`src/common/secure_gate_defines.svh`:
```
`ifndef SECURE_GATE_DEFINES_SVH
`define SECURE_GATE_DEFINES_SVH

// Register offsets on the plain register port.
`define REG_CTRL 8'h00
`define REG_STATUS 8'h04
`define REG_WORDS 8'h08

// Control register fields.
`define CTRL_START_BIT 0
`define CTRL_CLR_BIT 1

// Status register field positions.
`define ST_STATE_LSB 0
`define ST_ENC_BIT 4
`define ST_AUTH_BIT 5
`define ST_USER_BIT 6
`define ST_FAIL_BIT 7
`define ST_TAGERR_BIT 8
`define ST_SIGERR_BIT 9
`define ST_CMPERR_BIT 10
`define ST_LOCK_BIT 11
`define ST_DENY_BIT 12

// Bitstream header word fields.
`define HDR_ENC_BIT 0
`define HDR_AUTH_BIT 1
`define HDR_CMP_BIT 2
`define HDR_LEN_LSB 8

// Test-port instruction codes that stay open when locked.
`define JTAG_OP_IDCODE 8'h03
`define JTAG_OP_HEALTH 8'h05
`define JTAG_OP_BYPASS 8'hFF

// Restart pin least low time.
`define CLK_PERIOD_NS 20
`define RESTART_LOW_TIME_NS 1000
`define RESTART_LOW_CYC \
   ((`RESTART_LOW_TIME_NS + `CLK_PERIOD_NS - 1) / `CLK_PERIOD_NS)

`endif

```
`src/common/secure_gate_pkg.sv`:
```
package secure_gate_pkg;

   typedef enum logic [2:0] {
      S_IDLE,
      S_HEADER,
      S_PAYLOAD,
      S_TAG,
      S_SIG,
      S_DRAIN,
      S_USER,
      S_FAIL
   } cfg_state_t;

endpackage : secure_gate_pkg

```
`src/common/crypt_if.sv`:
```
`timescale 1ns/100ps
interface crypt_if #(
   parameter int DW = 32
);
   logic in_valid;
   logic in_ready;
   logic [DW-1:0] in_data;
   logic dec_en;
   logic out_valid;
   logic out_ready;
   logic [DW-1:0] out_data;

   modport gate (
      output in_valid, in_data, dec_en, out_ready,
      input in_ready, out_valid, out_data
   );
   modport crypt (
      input in_valid, in_data, dec_en, out_ready,
      output in_ready, out_valid, out_data
   );
endinterface : crypt_if

```
`src/verilog/stream_crypto.sv`:
```
`timescale 1ns/100ps
module stream_crypto import secure_gate_pkg::*; #(
   parameter int DW = 32
) (
   // Clock and reset.
   input wire logic clk,
   input wire logic sys_rst,
   // Stream path to the gate.
   crypt_if.crypt cif,
   // Keystream from the block cipher counter engine.
   input wire logic ks_valid,
   input wire logic [DW-1:0] ks_word,
   output logic ks_take
);
   logic full_q, full_d;
   logic [DW-1:0] data_q, data_d;
   logic space;
   logic take;

   // A word waits while decryption is on and no keystream word is ready.
   always_comb begin
      space = !full_q || cif.out_ready;
      cif.in_ready = space && (!cif.dec_en || ks_valid);
      take = cif.in_valid && cif.in_ready;
      ks_take = take && cif.dec_en;
      full_d = full_q;
      data_d = data_q;
      if (full_q && cif.out_ready) begin
         full_d = 1'b0;
      end
      if (take) begin
         full_d = 1'b1;
         data_d = cif.dec_en ? (cif.in_data ^ ks_word) : cif.in_data;
      end
   end

   always_ff @(posedge clk) begin
      if (sys_rst) begin
         full_q <= 1'b0;
         data_q <= '0;
      end else begin
         full_q <= full_d;
         data_q <= data_d;
      end
   end

   assign cif.out_valid = full_q;
   assign cif.out_data = data_q;
endmodule : stream_crypto

```
`src/verilog/secure_config_gate.sv`:
```
// Design decisions made here: the register addresses and strobed register access.
`timescale 1ns/100ps
`include "secure_gate_defines.svh"
module secure_config_gate import secure_gate_pkg::*; #(
   parameter int DW = 32,
   parameter int IRW = 8,
   parameter int HW = 256
) (
   // Clock and reset.
   input wire logic clk,
   input wire logic sys_rst,
   // Configuration restart pin.
   input wire logic cfg_restart_n,
   // Fuses.
   input wire logic [255:0] fuse_key,
   input wire logic [HW-1:0] fuse_key_hash,
   input wire logic fuse_jtag_lock,
   // Bitstream from flash.
   output logic flash_start,
   input wire logic bs_valid,
   input wire logic [DW-1:0] bs_data,
   output logic bs_ready,
   // Configuration memory write stream.
   output logic cram_valid,
   output logic [DW-1:0] cram_data,
   input wire logic cram_ready,
   output logic cram_abort,
   // Cipher engine.
   output logic [255:0] aes_key,
   input wire logic ks_valid,
   input wire logic [DW-1:0] ks_word,
   output logic ks_take,
   input wire logic tag_done,
   input wire logic tag_ok,
   // Signature engine.
   output logic feed_valid,
   output logic [DW-1:0] feed_data,
   output logic sig_start,
   input wire logic sig_done,
   input wire logic sig_ok,
   input wire logic [HW-1:0] sig_key_hash,
   // Test port instruction gate.
   input wire logic jtag_ir_upd,
   input wire logic [IRW-1:0] jtag_ir,
   output logic [IRW-1:0] jtag_ir_eff,
   output logic jtag_denied,
   // Register port.
   input wire logic [7:0] reg_addr,
   input wire logic [31:0] reg_wdata,
   input wire logic reg_we,
   input wire logic reg_re,
   output logic [31:0] reg_rdata,
   // Status.
   output logic user_mode,
   output logic cfg_fail
);
   localparam logic [7:0] LOW_CYC = 8'(`RESTART_LOW_CYC);

   crypt_if #(.DW(DW)) cif ();

   stream_crypto #(.DW(DW)) u_crypto (
      .clk(clk),
      .sys_rst(sys_rst),
      .cif(cif),
      .ks_valid(ks_valid),
      .ks_word(ks_word),
      .ks_take(ks_take)
   );

   cfg_state_t st_q, st_d;
   logic enc_q, enc_d, auth_q, auth_d;
   logic [DW-1:0] left_q, left_d, words_q, words_d;
   logic tagerr_q, tagerr_d, sigerr_q, sigerr_d, cmperr_q, cmperr_d;
   logic rst_pin_q, rst_pin_d;
   logic [7:0] low_q, low_d;
   logic fstart_q, fstart_d, sstart_q, sstart_d, abort_q, abort_d;
   logic fvalid_q, fvalid_d;
   logic [DW-1:0] fdata_q, fdata_d;
   logic go, take, sw_start, sw_clr, hdr_take;
   logic [DW-1:0] hdr_len;

   assign sw_start = reg_we && reg_addr == `REG_CTRL &&
                     reg_wdata[`CTRL_START_BIT];
   assign sw_clr = reg_we && reg_addr == `REG_CTRL &&
                   reg_wdata[`CTRL_CLR_BIT];
   assign hdr_len = DW'(bs_data[DW-1:`HDR_LEN_LSB]);
   // The source sees the start pulse only now, so a word still on the
   // bus from an earlier load must not be taken as the new header.
   assign hdr_take = st_q == S_HEADER && !fstart_q && bs_valid;

   // Payload enters the decrypt stage only while loading.
   assign cif.in_valid = st_q == S_PAYLOAD && bs_valid;
   assign cif.in_data = bs_data;
   assign cif.dec_en = enc_q;
   assign cif.out_ready = cram_ready;
   assign take = cif.in_valid && cif.in_ready;
   assign bs_ready = (st_q == S_HEADER && !fstart_q) ||
                     (st_q == S_PAYLOAD && cif.in_ready);

   always_comb begin
      st_d = st_q;
      enc_d = enc_q;
      auth_d = auth_q;
      left_d = left_q;
      words_d = words_q;
      tagerr_d = tagerr_q;
      sigerr_d = sigerr_q;
      cmperr_d = cmperr_q;
      fstart_d = 1'b0;
      sstart_d = 1'b0;
      abort_d = 1'b0;
      fvalid_d = take;
      fdata_d = take ? bs_data : fdata_q;
      rst_pin_d = cfg_restart_n;
      low_d = low_q;
      go = 1'b0;
      // Time the low phase; only a long enough pulse starts a load.
      if (!cfg_restart_n) begin
         if (low_q != LOW_CYC) begin
            low_d = low_q + 8'h01;
         end
      end else begin
         low_d = 8'h00;
      end
      if (!rst_pin_q && cfg_restart_n && low_q == LOW_CYC) begin
         go = 1'b1;
      end
      if (sw_start && st_q != S_USER) begin
         go = 1'b1;
      end
      if (sw_clr) begin
         tagerr_d = 1'b0;
         sigerr_d = 1'b0;
         cmperr_d = 1'b0;
      end
      case (st_q)
         S_HEADER: begin
            if (hdr_take) begin
               enc_d = bs_data[`HDR_ENC_BIT];
               auth_d = bs_data[`HDR_AUTH_BIT];
               words_d = '0;
               left_d = hdr_len;
               if (bs_data[`HDR_CMP_BIT] &&
                   (bs_data[`HDR_ENC_BIT] || bs_data[`HDR_AUTH_BIT])) begin
                  cmperr_d = 1'b1;
                  abort_d = 1'b1;
                  st_d = S_FAIL;
               end else if (hdr_len == '0) begin
                  st_d = S_DRAIN;
               end else begin
                  st_d = S_PAYLOAD;
               end
            end
         end
         S_PAYLOAD: begin
            if (take) begin
               left_d = left_q - DW'(1);
               words_d = words_q + DW'(1);
               if (left_q == DW'(1)) begin
                  if (enc_q) begin
                     st_d = S_TAG;
                  end else if (auth_q) begin
                     sstart_d = 1'b1;
                     st_d = S_SIG;
                  end else begin
                     st_d = S_DRAIN;
                  end
               end
            end
         end
         S_TAG: begin
            if (tag_done) begin
               if (!tag_ok) begin
                  tagerr_d = 1'b1;
                  abort_d = 1'b1;
                  st_d = S_FAIL;
               end else if (auth_q) begin
                  sstart_d = 1'b1;
                  st_d = S_SIG;
               end else begin
                  st_d = S_DRAIN;
               end
            end
         end
         S_SIG: begin
            if (sig_done) begin
               if (sig_ok && sig_key_hash == fuse_key_hash) begin
                  st_d = S_DRAIN;
               end else begin
                  sigerr_d = 1'b1;
                  abort_d = 1'b1;
                  st_d = S_FAIL;
               end
            end
         end
         S_DRAIN: begin
            if (!cif.out_valid) begin
               st_d = S_USER;
            end
         end
         S_IDLE, S_USER, S_FAIL: begin
         end
         default: begin
            st_d = S_IDLE;
         end
      endcase
      // A pin restart overrides any state, including a failed one; a software start overrides any state but S_USER.
      if (go) begin
         fstart_d = 1'b1;
         st_d = S_HEADER;
      end
   end

   always_ff @(posedge clk) begin
      if (sys_rst) begin
         st_q <= S_IDLE;
         enc_q <= 1'b0;
         auth_q <= 1'b0;
         left_q <= '0;
         words_q <= '0;
         tagerr_q <= 1'b0;
         sigerr_q <= 1'b0;
         cmperr_q <= 1'b0;
         rst_pin_q <= 1'b1;
         low_q <= 8'h00;
         fstart_q <= 1'b0;
         sstart_q <= 1'b0;
         abort_q <= 1'b0;
         fvalid_q <= 1'b0;
         fdata_q <= '0;
      end else begin
         st_q <= st_d;
         enc_q <= enc_d;
         auth_q <= auth_d;
         left_q <= left_d;
         words_q <= words_d;
         tagerr_q <= tagerr_d;
         sigerr_q <= sigerr_d;
         cmperr_q <= cmperr_d;
         rst_pin_q <= rst_pin_d;
         low_q <= low_d;
         fstart_q <= fstart_d;
         sstart_q <= sstart_d;
         abort_q <= abort_d;
         fvalid_q <= fvalid_d;
         fdata_q <= fdata_d;
      end
   end

   // Only the data stage output reaches the configuration memory, and a
   // failed load drops whatever is still in flight.
   assign cram_valid = cif.out_valid && st_q != S_FAIL;
   assign cram_data = cif.out_data;
   assign cram_abort = abort_q;
   assign flash_start = fstart_q;
   assign sig_start = sstart_q;
   assign feed_valid = fvalid_q;
   assign feed_data = fdata_q;
   assign user_mode = st_q == S_USER;
   assign cfg_fail = st_q == S_FAIL;

   // Test port gate; the lock flag only ever sets.
   logic lock_q, lock_d, deny_q, deny_d, denied_q, denied_d;
   logic [IRW-1:0] ir_q, ir_d;
   logic [255:0] key_q;
   logic allowed;

   always_comb begin
      lock_d = lock_q || fuse_jtag_lock;
      allowed = jtag_ir == IRW'(`JTAG_OP_IDCODE) ||
                jtag_ir == IRW'(`JTAG_OP_HEALTH) ||
                jtag_ir == IRW'(`JTAG_OP_BYPASS);
      ir_d = ir_q;
      denied_d = 1'b0;
      deny_d = deny_q && !sw_clr;
      if (jtag_ir_upd) begin
         if ((lock_q || fuse_jtag_lock) && !allowed) begin
            ir_d = IRW'(`JTAG_OP_BYPASS);
            denied_d = 1'b1;
            deny_d = 1'b1;
         end else begin
            ir_d = jtag_ir;
         end
      end
   end

   always_ff @(posedge clk) begin
      if (sys_rst) begin
         lock_q <= 1'b0;
         deny_q <= 1'b0;
         denied_q <= 1'b0;
         ir_q <= IRW'(`JTAG_OP_BYPASS);
         key_q <= '0;
      end else begin
         lock_q <= lock_d;
         deny_q <= deny_d;
         denied_q <= denied_d;
         ir_q <= ir_d;
         key_q <= fuse_key;
      end
   end

   assign jtag_ir_eff = ir_q;
   assign jtag_denied = denied_q;
   assign aes_key = key_q;

   // Register read port, data one cycle after the strobe.
   logic [31:0] rd_q, rd_d, status;

   always_comb begin
      status = '0;
      status[`ST_STATE_LSB +: 3] = st_q;
      status[`ST_ENC_BIT] = enc_q;
      status[`ST_AUTH_BIT] = auth_q;
      status[`ST_USER_BIT] = st_q == S_USER;
      status[`ST_FAIL_BIT] = st_q == S_FAIL;
      status[`ST_TAGERR_BIT] = tagerr_q;
      status[`ST_SIGERR_BIT] = sigerr_q;
      status[`ST_CMPERR_BIT] = cmperr_q;
      status[`ST_LOCK_BIT] = lock_q;
      status[`ST_DENY_BIT] = deny_q;
      rd_d = '0;
      if (reg_re) begin
         case (reg_addr)
            `REG_STATUS: rd_d = status;
            `REG_WORDS: rd_d = 32'(words_q);
            default: rd_d = '0;
         endcase
      end
   end

   always_ff @(posedge clk) begin
      if (sys_rst) begin
         rd_q <= '0;
      end else begin
         rd_q <= rd_d;
      end
   end

   assign reg_rdata = rd_q;
endmodule : secure_config_gate

```
`config.mk`:
```
export PLATFORM = sky130hd
export DESIGN_NAME = secure_config_gate
export DESIGN_NICKNAME = d
export VERILOG_FILES = /design/src/common/secure_gate_pkg.sv /design/src/common/crypt_if.sv /design/src/verilog/stream_crypto.sv /design/src/verilog/secure_config_gate.sv
export VERILOG_INCLUDE_DIRS = /design/src /design/src/common
export SDC_FILE = /design/constraint.sdc
export NUM_CORES = 1
export LEC_CHECK = 0
export ABC_CLOCK_PERIOD_IN_PS = 2450
export BUFFER_PORTS_ARGS = -buffer_cell sky130_fd_sc_hd__buf_2
export CORE_AREA = 8 8 486 488
export CTS_BUF_LIST = sky130_fd_sc_hd__clkbuf_8 sky130_fd_sc_hd__clkbuf_16
export DETAILED_ROUTE_END_ITERATION = 12
export DIE_AREA = 0 0 494 496
export GPL_TIMING_DRIVEN = 0
export PLACE_DENSITY_LB_ADDON = 0.1
export SKIP_CTS_REPAIR_TIMING = 1
export SLEW_MARGIN = 10
export SYNTH_ARGS = -nofsm -noshare
export SYNTH_HDL_FRONTEND = slang
export SYNTH_SLANG_ARGS = --single-unit
```
`constraint.sdc`:
```
create_clock -name clk -period 2.45 [get_ports clk]
set_clock_uncertainty 0.05 [all_clocks]
set_input_delay 0.245 -clock clk [delete_from_list [all_inputs] [get_ports clk]]
set_output_delay 0.245 -clock clk [all_outputs]
set_load 0.005 [all_outputs]
```
==> results of run 1 <==
-- final timing paths --
| kind | cells after the start | to | start | slack (ns) |
|---|---|---|---|---|
| worst min-delay path | 4 | u_crypto.cif.out_data[9]$_SDFFE_PP0P_ | ks_word[9] | -0.02 |
| worst min register to register | 2 | feed_data[14]$_SDFFE_PP0P_ | feed_data[14]$_SDFFE_PP0P_ | 0.40 |
| worst max register to register | 8 | st_q[1]$_SDFFE_PP0P_ | left_q[25]$_SDFFE_PP0P_ | -0.35 |
| worst max-delay path | 8 | cram_abort$_SDFF_PP0_ | fuse_key_hash[62] | -0.37 |
-- Yosys cell counts, types with 23 or more instances --
cell type / count / share of area (%)
dfxtp_1: 449 / 49
nor2b_1: 340 / 11
nand2_1: 166 / 3.4
nor2_1: 143 / 2.9
xor2_1: 129 / 6.1
inv_1: 118 / 2.4
clkbuf_1: 75 / 1.5
a21oi_1: 70 / 1.9
xnor2_1: 50 / 2.4
o22ai_1: 48 / 1.6
nand2b_1: 44 / 1.5
nor4_1: 44 / 1.5
a211oi_1: 39 / 1.6
nand4_1: 38 / 1.3
nand3_1: 32 / 0.86
o21ai_0: 31 / 0.84
a2111oi_0: 29 / 1.4
a22oi_1: 24 / 0.97
and2_1: 23 / 0.78
-- logic make-up (layout without fill, tap and decap cells) --
| logic type | count (synthesis) | in the layout |
|---|---|---|
| adders and majority gates | 5 | 5 |
| xor gates and xnor gates | 179 | 179 |
| AOI/OAI and AO/OA | 312 | 312 |
| other | 0 | 130 |
| DFF | 449 | 449 |
| buffers and inverters | 206 | 1920 |
| muxes | 2 | 2 |
| and+or+nand+nor | 904 | 904 |
-- sequential cells by signal (all words and copies together) (netlist names), 3 cells and up --
name	count
aes_key	256
feed_data	32
left_q	32
reg_rdata	32
u_crypto.cif.out_data	32
words_q	32
jtag_ir_eff	8
low_q	8
st_q	3
-- through the flow --
step / setup slack, ns / total power (W) / hold WS [ns]
floorplan: 0.01210 / 0.008462 / 0.3232
global placement: -2.737 / 0.01036 / 0.3935
detailed placement: -2.338 / 0.01036 / 0.3979
CTS: -2.373 / 0.02086 / -0.4361
global route: -0.4326 / 0.02174 / 0.0009673
finish: -0.3701 / 0.02070 / -0.01659
-- metal layers --
metal  GRT usage [%]  routed length [um]  vias to the layer above
met5               0                 610                        -
met4           5.425                7252                       96
met3           5.811               15550                      383
met2           26.15               95330                     1149
met1           16.75               76860                    10697
li1                -                   -                    10447
-- power by group through the flow --
stage / combinational [W] / sequential [W] / clock, W
3_5_place_dp: 0.00255 / 0.00781 / 0
3_3_place_gp: 0.00254 / 0.00782 / 0
2_1_floorplan: 0.000666 / 0.00780 / 0
4_1_cts: 0.00256 / 0.00766 / 0.0106
5_1_grt: 0.00320 / 0.00767 / 0.0109
6_report: 0.00298 / 0.00766 / 0.0101
-- area by class of cell --
class,instances,area [um2]
fillers,26470,193600
repair buffers,1591,9711
flip-flops and latches,449,9004
multi-input cells,1402,8981
well taps,3026,3786
clock buffers,83,1942
inverters,118,442.9
plain buffers,85,435.4
diodes,130,325.3
clock inverters,43,317.8
-- worst register-to-register path, delay by kind of cell, from the launching register on --
family | cells | cell delay, ns
and+or+nand+nor | 3 | 1.55
buffers and inverters | 1 | 0.14
DFF | 1 | 0.33
AOI/OAI and AO/OA | 4 | 0.66
==> run_results.csv, run 1 <==
group,metric,value,unit
yosys,ys_warn_count,0,
pwr,powerDensity,592.2,nW/um2
timing,worst-slew-pin-transition,1.075,ns
timing,finalHoldViolCount,1,
min_path,hold_class,"in2reg",
floorplan,die_w,494,um
grt,overflow,0,
yosys,synth_cell_types,65,
setup_path,start_kind,"input pin",
yosys,yosys.area_share.simple,26.43,%
floorplan,die_h,496,um
yosys,syn_inst,2057,
drt,vias_per_cell,3.287,
drt,drcViolationCount,0,
setup_path,cp.buffers_inverters,1,
yosys,yosysSeqAreaShare,48.53,%
setup_path,cpPeakStageDelay,0.87,ns
drt,ant_nets,0,
clock_tree,clk_pin_slew,0.08,ns
layout,drive_gt1_share,38.53,%
timing,rsz0062_at_grt,"yes",
clock_tree,clk-insertion-delay-late,0.67,ns
placed_design,dpl_cell_area,28520,um2
yosys,synth_mux_area_share,0.1081,%
setup_path,worstPathRequired,2.95,ns
yosys,ys_ff_latch,449,
timing,fmax,0.3546,GHz
yosys,synth_compound_area_share,11.77,%
yosys,synthesis.area,18520,um2
pwr,swShare,29.26,%
timing,maxSlewHeadroom,27.60,%
timing,layout_setup_ws,-0.3701,ns
pwr,p_int,0.01464,W
yosys,synth_edf_count,0,
layout,instances_no_fill,6927,
pwr,vdd_drop_max,0.4876,mV
pwr,p_leak,15.13,nW
pwr,seq_power_share,37.0,%
timing,drv_slew,0,
setup_path,arrival,3.32,ns
yosys,synth_xor_area_share,8.465,%
clock_tree,cts_max_level,3,
setup_path,crit_path_end_kind,"flop",
layout,mostFrequentLayoutCells,"buf_2 (1234), dfxtp_1 (443), nor2b_1 (338)",
drt,wl_per_cell,28.24,um
floorplan,coreArea,228600,um2
run_status,violations,"negative hold slack, negative setup slack",
clock_tree,clock_path_buffers,3,
job,cap_violations,0,
grt,grt_use_total,15.06,%
drt,vias,22772,
setup_path,crit_type,"in2reg",
setup_path,crit_top_cell,"nand4_1",
setup_path,slowest_stage,"a2111oi_1",
run_status,status,"finished, violations left",
grt,antenna_found_initial,212,
layout,area_growth,88.68,%
yosys,syn_avg_cell_area,9.004,um2
placed_design,routabilityCongestion,0.9074,
yosys,synthAdderAreaFrac,0.3378,%
yosys,ys_async_sr_fraction,0,%
layout,postLayoutCellArea,34940,um2
placed_design,place_hpwl,172500,um
floorplan,ios,1264,
pwr,switchingPower,0.006055,W
yosys,synth_top_family_by_area,"simple AND/OR/NAND/NOR gates",
floorplan,fp.dieArea,245000,um2
drt,first_iter_violations,1217,
floorplan,rows,176,
clock_tree,clock_tree.root_cell,"clkbuf_16",
timing,tns,-1.726,ns
yosys,synth_flop_cell,"dfxtp_1",
yosys,syn-num-nets,2956,
layout,fin_nets,4616,
drt,wirelength,195600,um
setup_path,cpLargestDelayFamily,"simple AND/OR/NAND/NOR gates",
pwr,pwr-share-comb,14.4,%
timing,finalCriticalPeriod,2.820,ns
clock_tree,cts_buffers,70,
setup_path,critPathMaxFanout,3,
layout,final_common_cell,"buf_2",
layout,postLayoutCoreUtil,15.29,%
setup_path,path_cells,"buf_2, nor2b_1, a2111oi_1, nand4_1, nor4_1, nand4_1, or4_4, o31a_2",
grt,grt_max_degree,12,
floorplan,start_util,8.102,%
drt,first_pass_iters,4,
timing,whs,-0.01659,ns
timing,final-setup-viol-count,12,
clock_tree,cts_tree,"built",
placed_design,placed_cells,6318,
placed_design,port_buffers,1232,
timing,min_period_over_period,115.1,%
clock_tree,clock-sinks,449,
grt,grt_pass1_vias,22094,
grt,grt_first_pass_wirelength,241200,um
pwr,clkPwrFrac,48.6,%
(Power assumes the default switching activity.)
==> inputs of run 2 (changes only) <==
Settings changed: CORE_AREA 8 8 486 488 to 8 8 491 493, DIE_AREA 0 0 494 496 to 0 0 499 501, MAX_ROUTING_LAYER from default to met4.
==> run 2 against run 1 <==
The flow finishes with violations (negative setup slack). Worst hold slack gained 0.024 ns. Combinational power grew 2%. Sequential share of layout area shrank 0.074 points. Critical endpoint is now st_q[1]$_SDFFE_PP0P_. Global-route usage shrank 0.069 points. Sequential power is essentially flat. Highest routed layer is now met4. Cell count grew 0.69%.
==> run_results.csv, run 2 (same netlist as run 1, synthesis figures left out) <==
group,metric,value,unit
pwr,power,0.02070,W
timing,rsz0062_at_grt,"yes",
drt,route.top_layer_used,"met4",
drt,wl_per_cell,27.67,um
pwr,vdd_drop_max,0.3985,mV
drt,first_pass_iters,5,
clock_tree,cts_buffers,67,
grt,antenna_found_initial,208,
drt,wirelength,193000,um
drt,vias_per_cell,3.218,
setup_path,cpLargestDelayFamily,"simple AND/OR/NAND/NOR gates",
timing,finalHoldViolCount,0,
placed_design,dpl_worst_slack,-1.876,ns
layout,mostFrequentLayoutCells,"buf_2 (1233), dfxtp_1 (445), nor2b_1 (338)",
placed_design,placed_cells,6350,
clock_tree,clock-sinks,449,
clock_tree,clock_path_buffers,3,
layout,largest_reg_flops,256,
timing,finalCriticalPeriod,2.668,ns
setup_path,start_kind,"flop",
setup_path,slowest_stage,"or4_4",
drt,first_iter_violations,1211,
floorplan,die_w,499,um
layout,fin_nets,4605,
grt,grt_max_degree,12,
setup_path,crit_top_cell,"or4_4",
layout,final_common_cell,"buf_2",
floorplan,rows,178,
clock_tree,clock_tree.root_cell,"clkbuf_16",
setup_path,worstPathRequired,3.00,ns
drt,wl_met2,96240,um
setup_path,cp.buffers_inverters,0,
run_status,status,"finished, violations left",
pwr,pwr-share-comb,14.7,%
timing,whs,0.007657,ns
min_path,hold_class,"in2reg",
clock_tree,cts_tree,"built",
pwr,p_leak,15.10,nW
grt,grt_first_pass_wirelength,239200,um
setup_path,path_cells,"or4_4, or4_1, or4_4, a21oi_4, nand2_2, a211oi_2, o21a_1",
layout,area_growth,89.12,%
floorplan,coreArea,233600,um2
setup_path,cpPeakStageDelay,0.55,ns
pwr,p_int,0.01485,W
grt,overflow,0,
clock_tree,clk_pin_slew,0.05,ns
timing,layout_setup_ws,-0.2182,ns
floorplan,fp.dieArea,250000,um2
job,cap_violations,0,
timing,final-setup-viol-count,6,
drt,m1WireLength,77860,um
setup_path,critPathMaxFanout,6,
timing,drv_slew,0,
pwr,powerDensity,590.9,nW/um2
layout,instances_no_fill,6975,
timing,min_period_over_period,108.9,%
clock_tree,clk-insertion-delay-late,0.67,ns
placed_design,port_buffers,1232,
pwr,clkPwrFrac,48.4,%
grt,grt_use_total,14.99,%
drt,wl_met3,13090,um
floorplan,ios,1264,
setup_path,cp-startpoint,"left_q[24]$_SDFFE_PP0P_",
placed_design,routabilityCongestion,0.9273,
setup_path,arrival,3.22,ns
run_status,violations,"negative setup slack",
setup_path,regToRegStartpoint,"left_q[24]$_SDFFE_PP0P_",
timing,maxSlewHeadroom,14.33,%
timing,tns,-0.9374,ns
layout,drive_gt1_share,38.55,%
setup_path,crit_type,"reg2reg",
clock_tree,cts_max_level,3,
drt,vias,22447,
floorplan,start_util,7.927,%
drt,ant_nets,0,
timing,worst-slew-pin-transition,1.272,ns
setup_path,crit_path_end_kind,"flop",
placed_design,place_hpwl,171300,um
pwr,swShare,28.26,%
floorplan,die_h,501,um
pwr,seq_power_share,36.9,%
drt,drcViolationCount,0,
min_path,worstHoldStart,"bs_data[26]",
pwr,switchingPower,0.005849,W
timing,fmax,0.3748,GHz
grt,grt_pass1_vias,22179,
run 2: final timing paths:
check / end / slack, ns / cells past startpoint
max: st_q[1]$_SDFFE_PP0P_ / -0.22 / 7
min: left_q[18]$_SDFFE_PP0P_ / 0.008 / 5
max reg2reg: st_q[1]$_SDFFE_PP0P_ / -0.22 / 7
min reg2reg: feed_data[27]$_SDFFE_PP0P_ / 0.40 / 2
run 2: through the flow:
stage                     util, %  instance area, um2
after global placement      12.21               28510
after CTS                   13.19               30810
after global routing        14.96               34960
final                       14.99               35030
after detailed placement    12.23               28560
after floorplan                 -               18520
run 2: cell type report:
type,instances,area [um2]
diodes,159,397.9
plain buffers,86,432.9
clock buffers,81,1881
clock inverters,38,366.6
fillers,26988,198600
inverters,118,442.9
multi-input cells,1402,9037
flip-flops and latches,449,8999
well taps,3060,3829
repair buffers,1582,9641
run 2: routing by layer:
layer / vias up / GRT usage [%]
li1: 10480 / -
met1: 10635 / 16.46
met2: 1068 / 25.94
met3: 264 / 5.001
met4: 0 / 4.209
met5: - / -
run 2: worst register-to-register path, stage by stage (launching register included):
cell and delay (ns):
dfxtp_4 0.35, or4_4 0.55, or4_1 0.40, or4_4 0.52, a21oi_4 0.28, nand2_2 0.11, a211oi_2 0.22, o21a_1 0.14
run 2: power by group through the flow:
stage	combinational (W)	sequential (W)	clock [W]
after CTS	0.00262	0.00764	0.0105
after global placement	0.00261	0.00779	0
after floorplan	0.000666	0.00780	0
after detailed placement	0.00261	0.00779	0
after global routing	0.00326	0.00765	0.0108
final	0.00305	0.00763	0.0100
==> inputs of run 3 (changes only) <==
Settings changed: HOLD_SLACK_MARGIN from default to 0.05.
==> run 3 against run 2 <==
The flow still finishes with violations (negative setup slack). Register-to-register slack is essentially flat. Maximum frequency is essentially flat. Design area is essentially flat. Worst hold slack is essentially flat. Worst setup slack gained 0.00090 ns. Routed wire length is essentially flat. Total power is essentially flat. Critical path type unchanged. Largest cell class unchanged. Highest routed layer unchanged.
==> run_results.csv, run 3 (same netlist as run 1, synthesis figures left out) <==
group,metric,value,unit
run_status,status,"finished, violations left",
run_status,violations,"negative setup slack",
drt,first_pass_iters,5,
layout,instances_no_fill,6967,
setup_path,worstPathRequired,3.00,ns
clock_tree,cts_tree,"built",
timing,min_period_over_period,108.9,%
grt,overflow,0,
layout,area_growth,89.18,%
timing,maxSlewHeadroom,19.10,%
timing,rsz0062_at_grt,"yes",
min_path,min_delay_path_depth,5,
grt,grt_max_degree,12,
grt,antenna_found_initial,208,
clock_tree,cts_buffers,67,
timing,whs,0.007199,ns
placed_design,routabilityCongestion,0.9273,
floorplan,fp.dieArea,250000,um2
floorplan,start_util,7.927,%
setup_path,crit_path_end_kind,"flop",
drt,ant_nets,0,
grt,grt_pass1_vias,22179,
clock_tree,clock_path_buffers,3,
clock_tree,cts_max_level,3,
setup_path,worstRegToRegCells,7,
timing,finalCriticalPeriod,2.667,ns
layout,final_common_cell,"buf_2",
placed_design,place_hpwl,171300,um
layout,largest_reg_flops,256,
pwr,swShare,28.28,%
pwr,switchingPower,0.005857,W
grt,grt_use_total,14.99,%
pwr,seq_power_share,36.9,%
job,cap_violations,0,
drt,drcViolationCount,0,
min_path,hold_class,"in2reg",
pwr,powerDensity,591.1,nW/um2
placed_design,dpl_worst_slack,-1.876,ns
pwr,p_leak,15.12,nW
drt,vias_per_cell,3.232,
floorplan,die_w,499,um
clock_tree,clock-sinks,449,
timing,fmax,0.3749,GHz
placed_design,placed_cells,6350,
setup_path,critPathMaxFanout,6,
timing,finalHoldViolCount,0,
setup_path,arrival,3.22,ns
drt,wl_per_cell,27.69,um
clock_tree,clock_tree.root_cell,"clkbuf_16",
timing,drv_slew,0,
floorplan,die_h,501,um
pwr,power,0.02071,W
pwr,clkPwrFrac,48.4,%
placed_design,port_buffers,1232,
timing,worst-slew-pin-transition,1.210,ns
drt,wirelength,192900,um
pwr,pwr-share-comb,14.7,%
clock_tree,clk_pin_slew,0.05,ns
floorplan,coreArea,233600,um2
grt,grt_first_pass_wirelength,239200,um
floorplan,ios,1264,
timing,layout_setup_ws,-0.2173,ns
clock_tree,clk-insertion-delay-late,0.67,ns
layout,fin_nets,4609,
layout,drive_gt1_share,38.51,%
floorplan,rows,178,
timing,final-setup-viol-count,6,
layout,mostFrequentLayoutCells,"buf_2 (1233), dfxtp_1 (445), nor2b_1 (338)",
drt,first_iter_violations,1267,
drt,vias,22515,
pwr,p_int,0.01485,W
setup_path,start_kind,"flop",
setup_path,crit_type,"reg2reg",
pwr,vdd_drop_max,0.3988,mV
## run 3: changes by cell type in the layout (fill, tap and decap cells not counted)
cell,delta
diode_2,-12
dlygate4sd3_1,+4
## run 3: worst max-delay path, cell delays in order, from the launching register on
cell      delay [ns]
dfxtp_4         0.35
or4_4           0.55
or4_1           0.40
or4_4           0.52
a21oi_4         0.27
nand2_2         0.11
a211oi_2        0.22
o21a_1          0.14
## run 3: final cells by class
type | count | area (um2)
clock inverters | 38 | 366.6
flip-flops and latches | 449 | 8999
well taps | 3060 | 3829
diodes | 147 | 367.9
repair buffers | 1586 | 9681
fillers | 26983 | 198600
clock buffers | 81 | 1881
plain buffers | 86 | 432.9
inverters | 118 | 442.9
multi-input cells | 1402 | 9037
## run 3: path summary, 6_finish.rpt
check | startpoint | to | slack [ns]
worst min register to register | feed_data[27]$_SDFFE_PP0P_ | feed_data[27]$_SDFFE_PP0P_ | 0.40
worst min-delay path | bs_data[26] | left_q[18]$_SDFFE_PP0P_ | 0.007
worst max-delay path | left_q[24]$_SDFFE_PP0P_ | st_q[1]$_SDFFE_PP0P_ | -0.22
worst max register to register | left_q[24]$_SDFFE_PP0P_ | st_q[1]$_SDFFE_PP0P_ | -0.22
## run 3: power by group through the flow
stage               clock network [W]  registers [W]  logic, W
floorplan                           0        0.00780  0.000666
global placement                    0        0.00779   0.00261
CTS                            0.0105        0.00764   0.00262
global route                   0.0108        0.00765   0.00326
finish                         0.0100        0.00763   0.00305
detailed placement                  0        0.00779   0.00261
## run 3: layer usage
metal | share of wire [%] | global-route usage (%) | up-vias
li1 | - | - | 10481
met1 | 40 | 16.46 | 10649
met2 | 50 | 25.94 | 1112
met3 | 6.8 | 5.001 | 273
met4 | 2.8 | 4.209 | 0
met5 | 0 | - | -
## run 3: per-stage QoR
stage / setup TNS, ns / utilization (%) / area (um2)
floorplan: 0 / - / 18520
global placement: -247.88 / 12.21 / 28510
detailed placement: -152.06 / 12.23 / 28560
CTS: -149.75 / 13.19 / 30810
global route: -1.631 / 14.98 / 35000
finish: -0.9332 / 15.00 / 35040
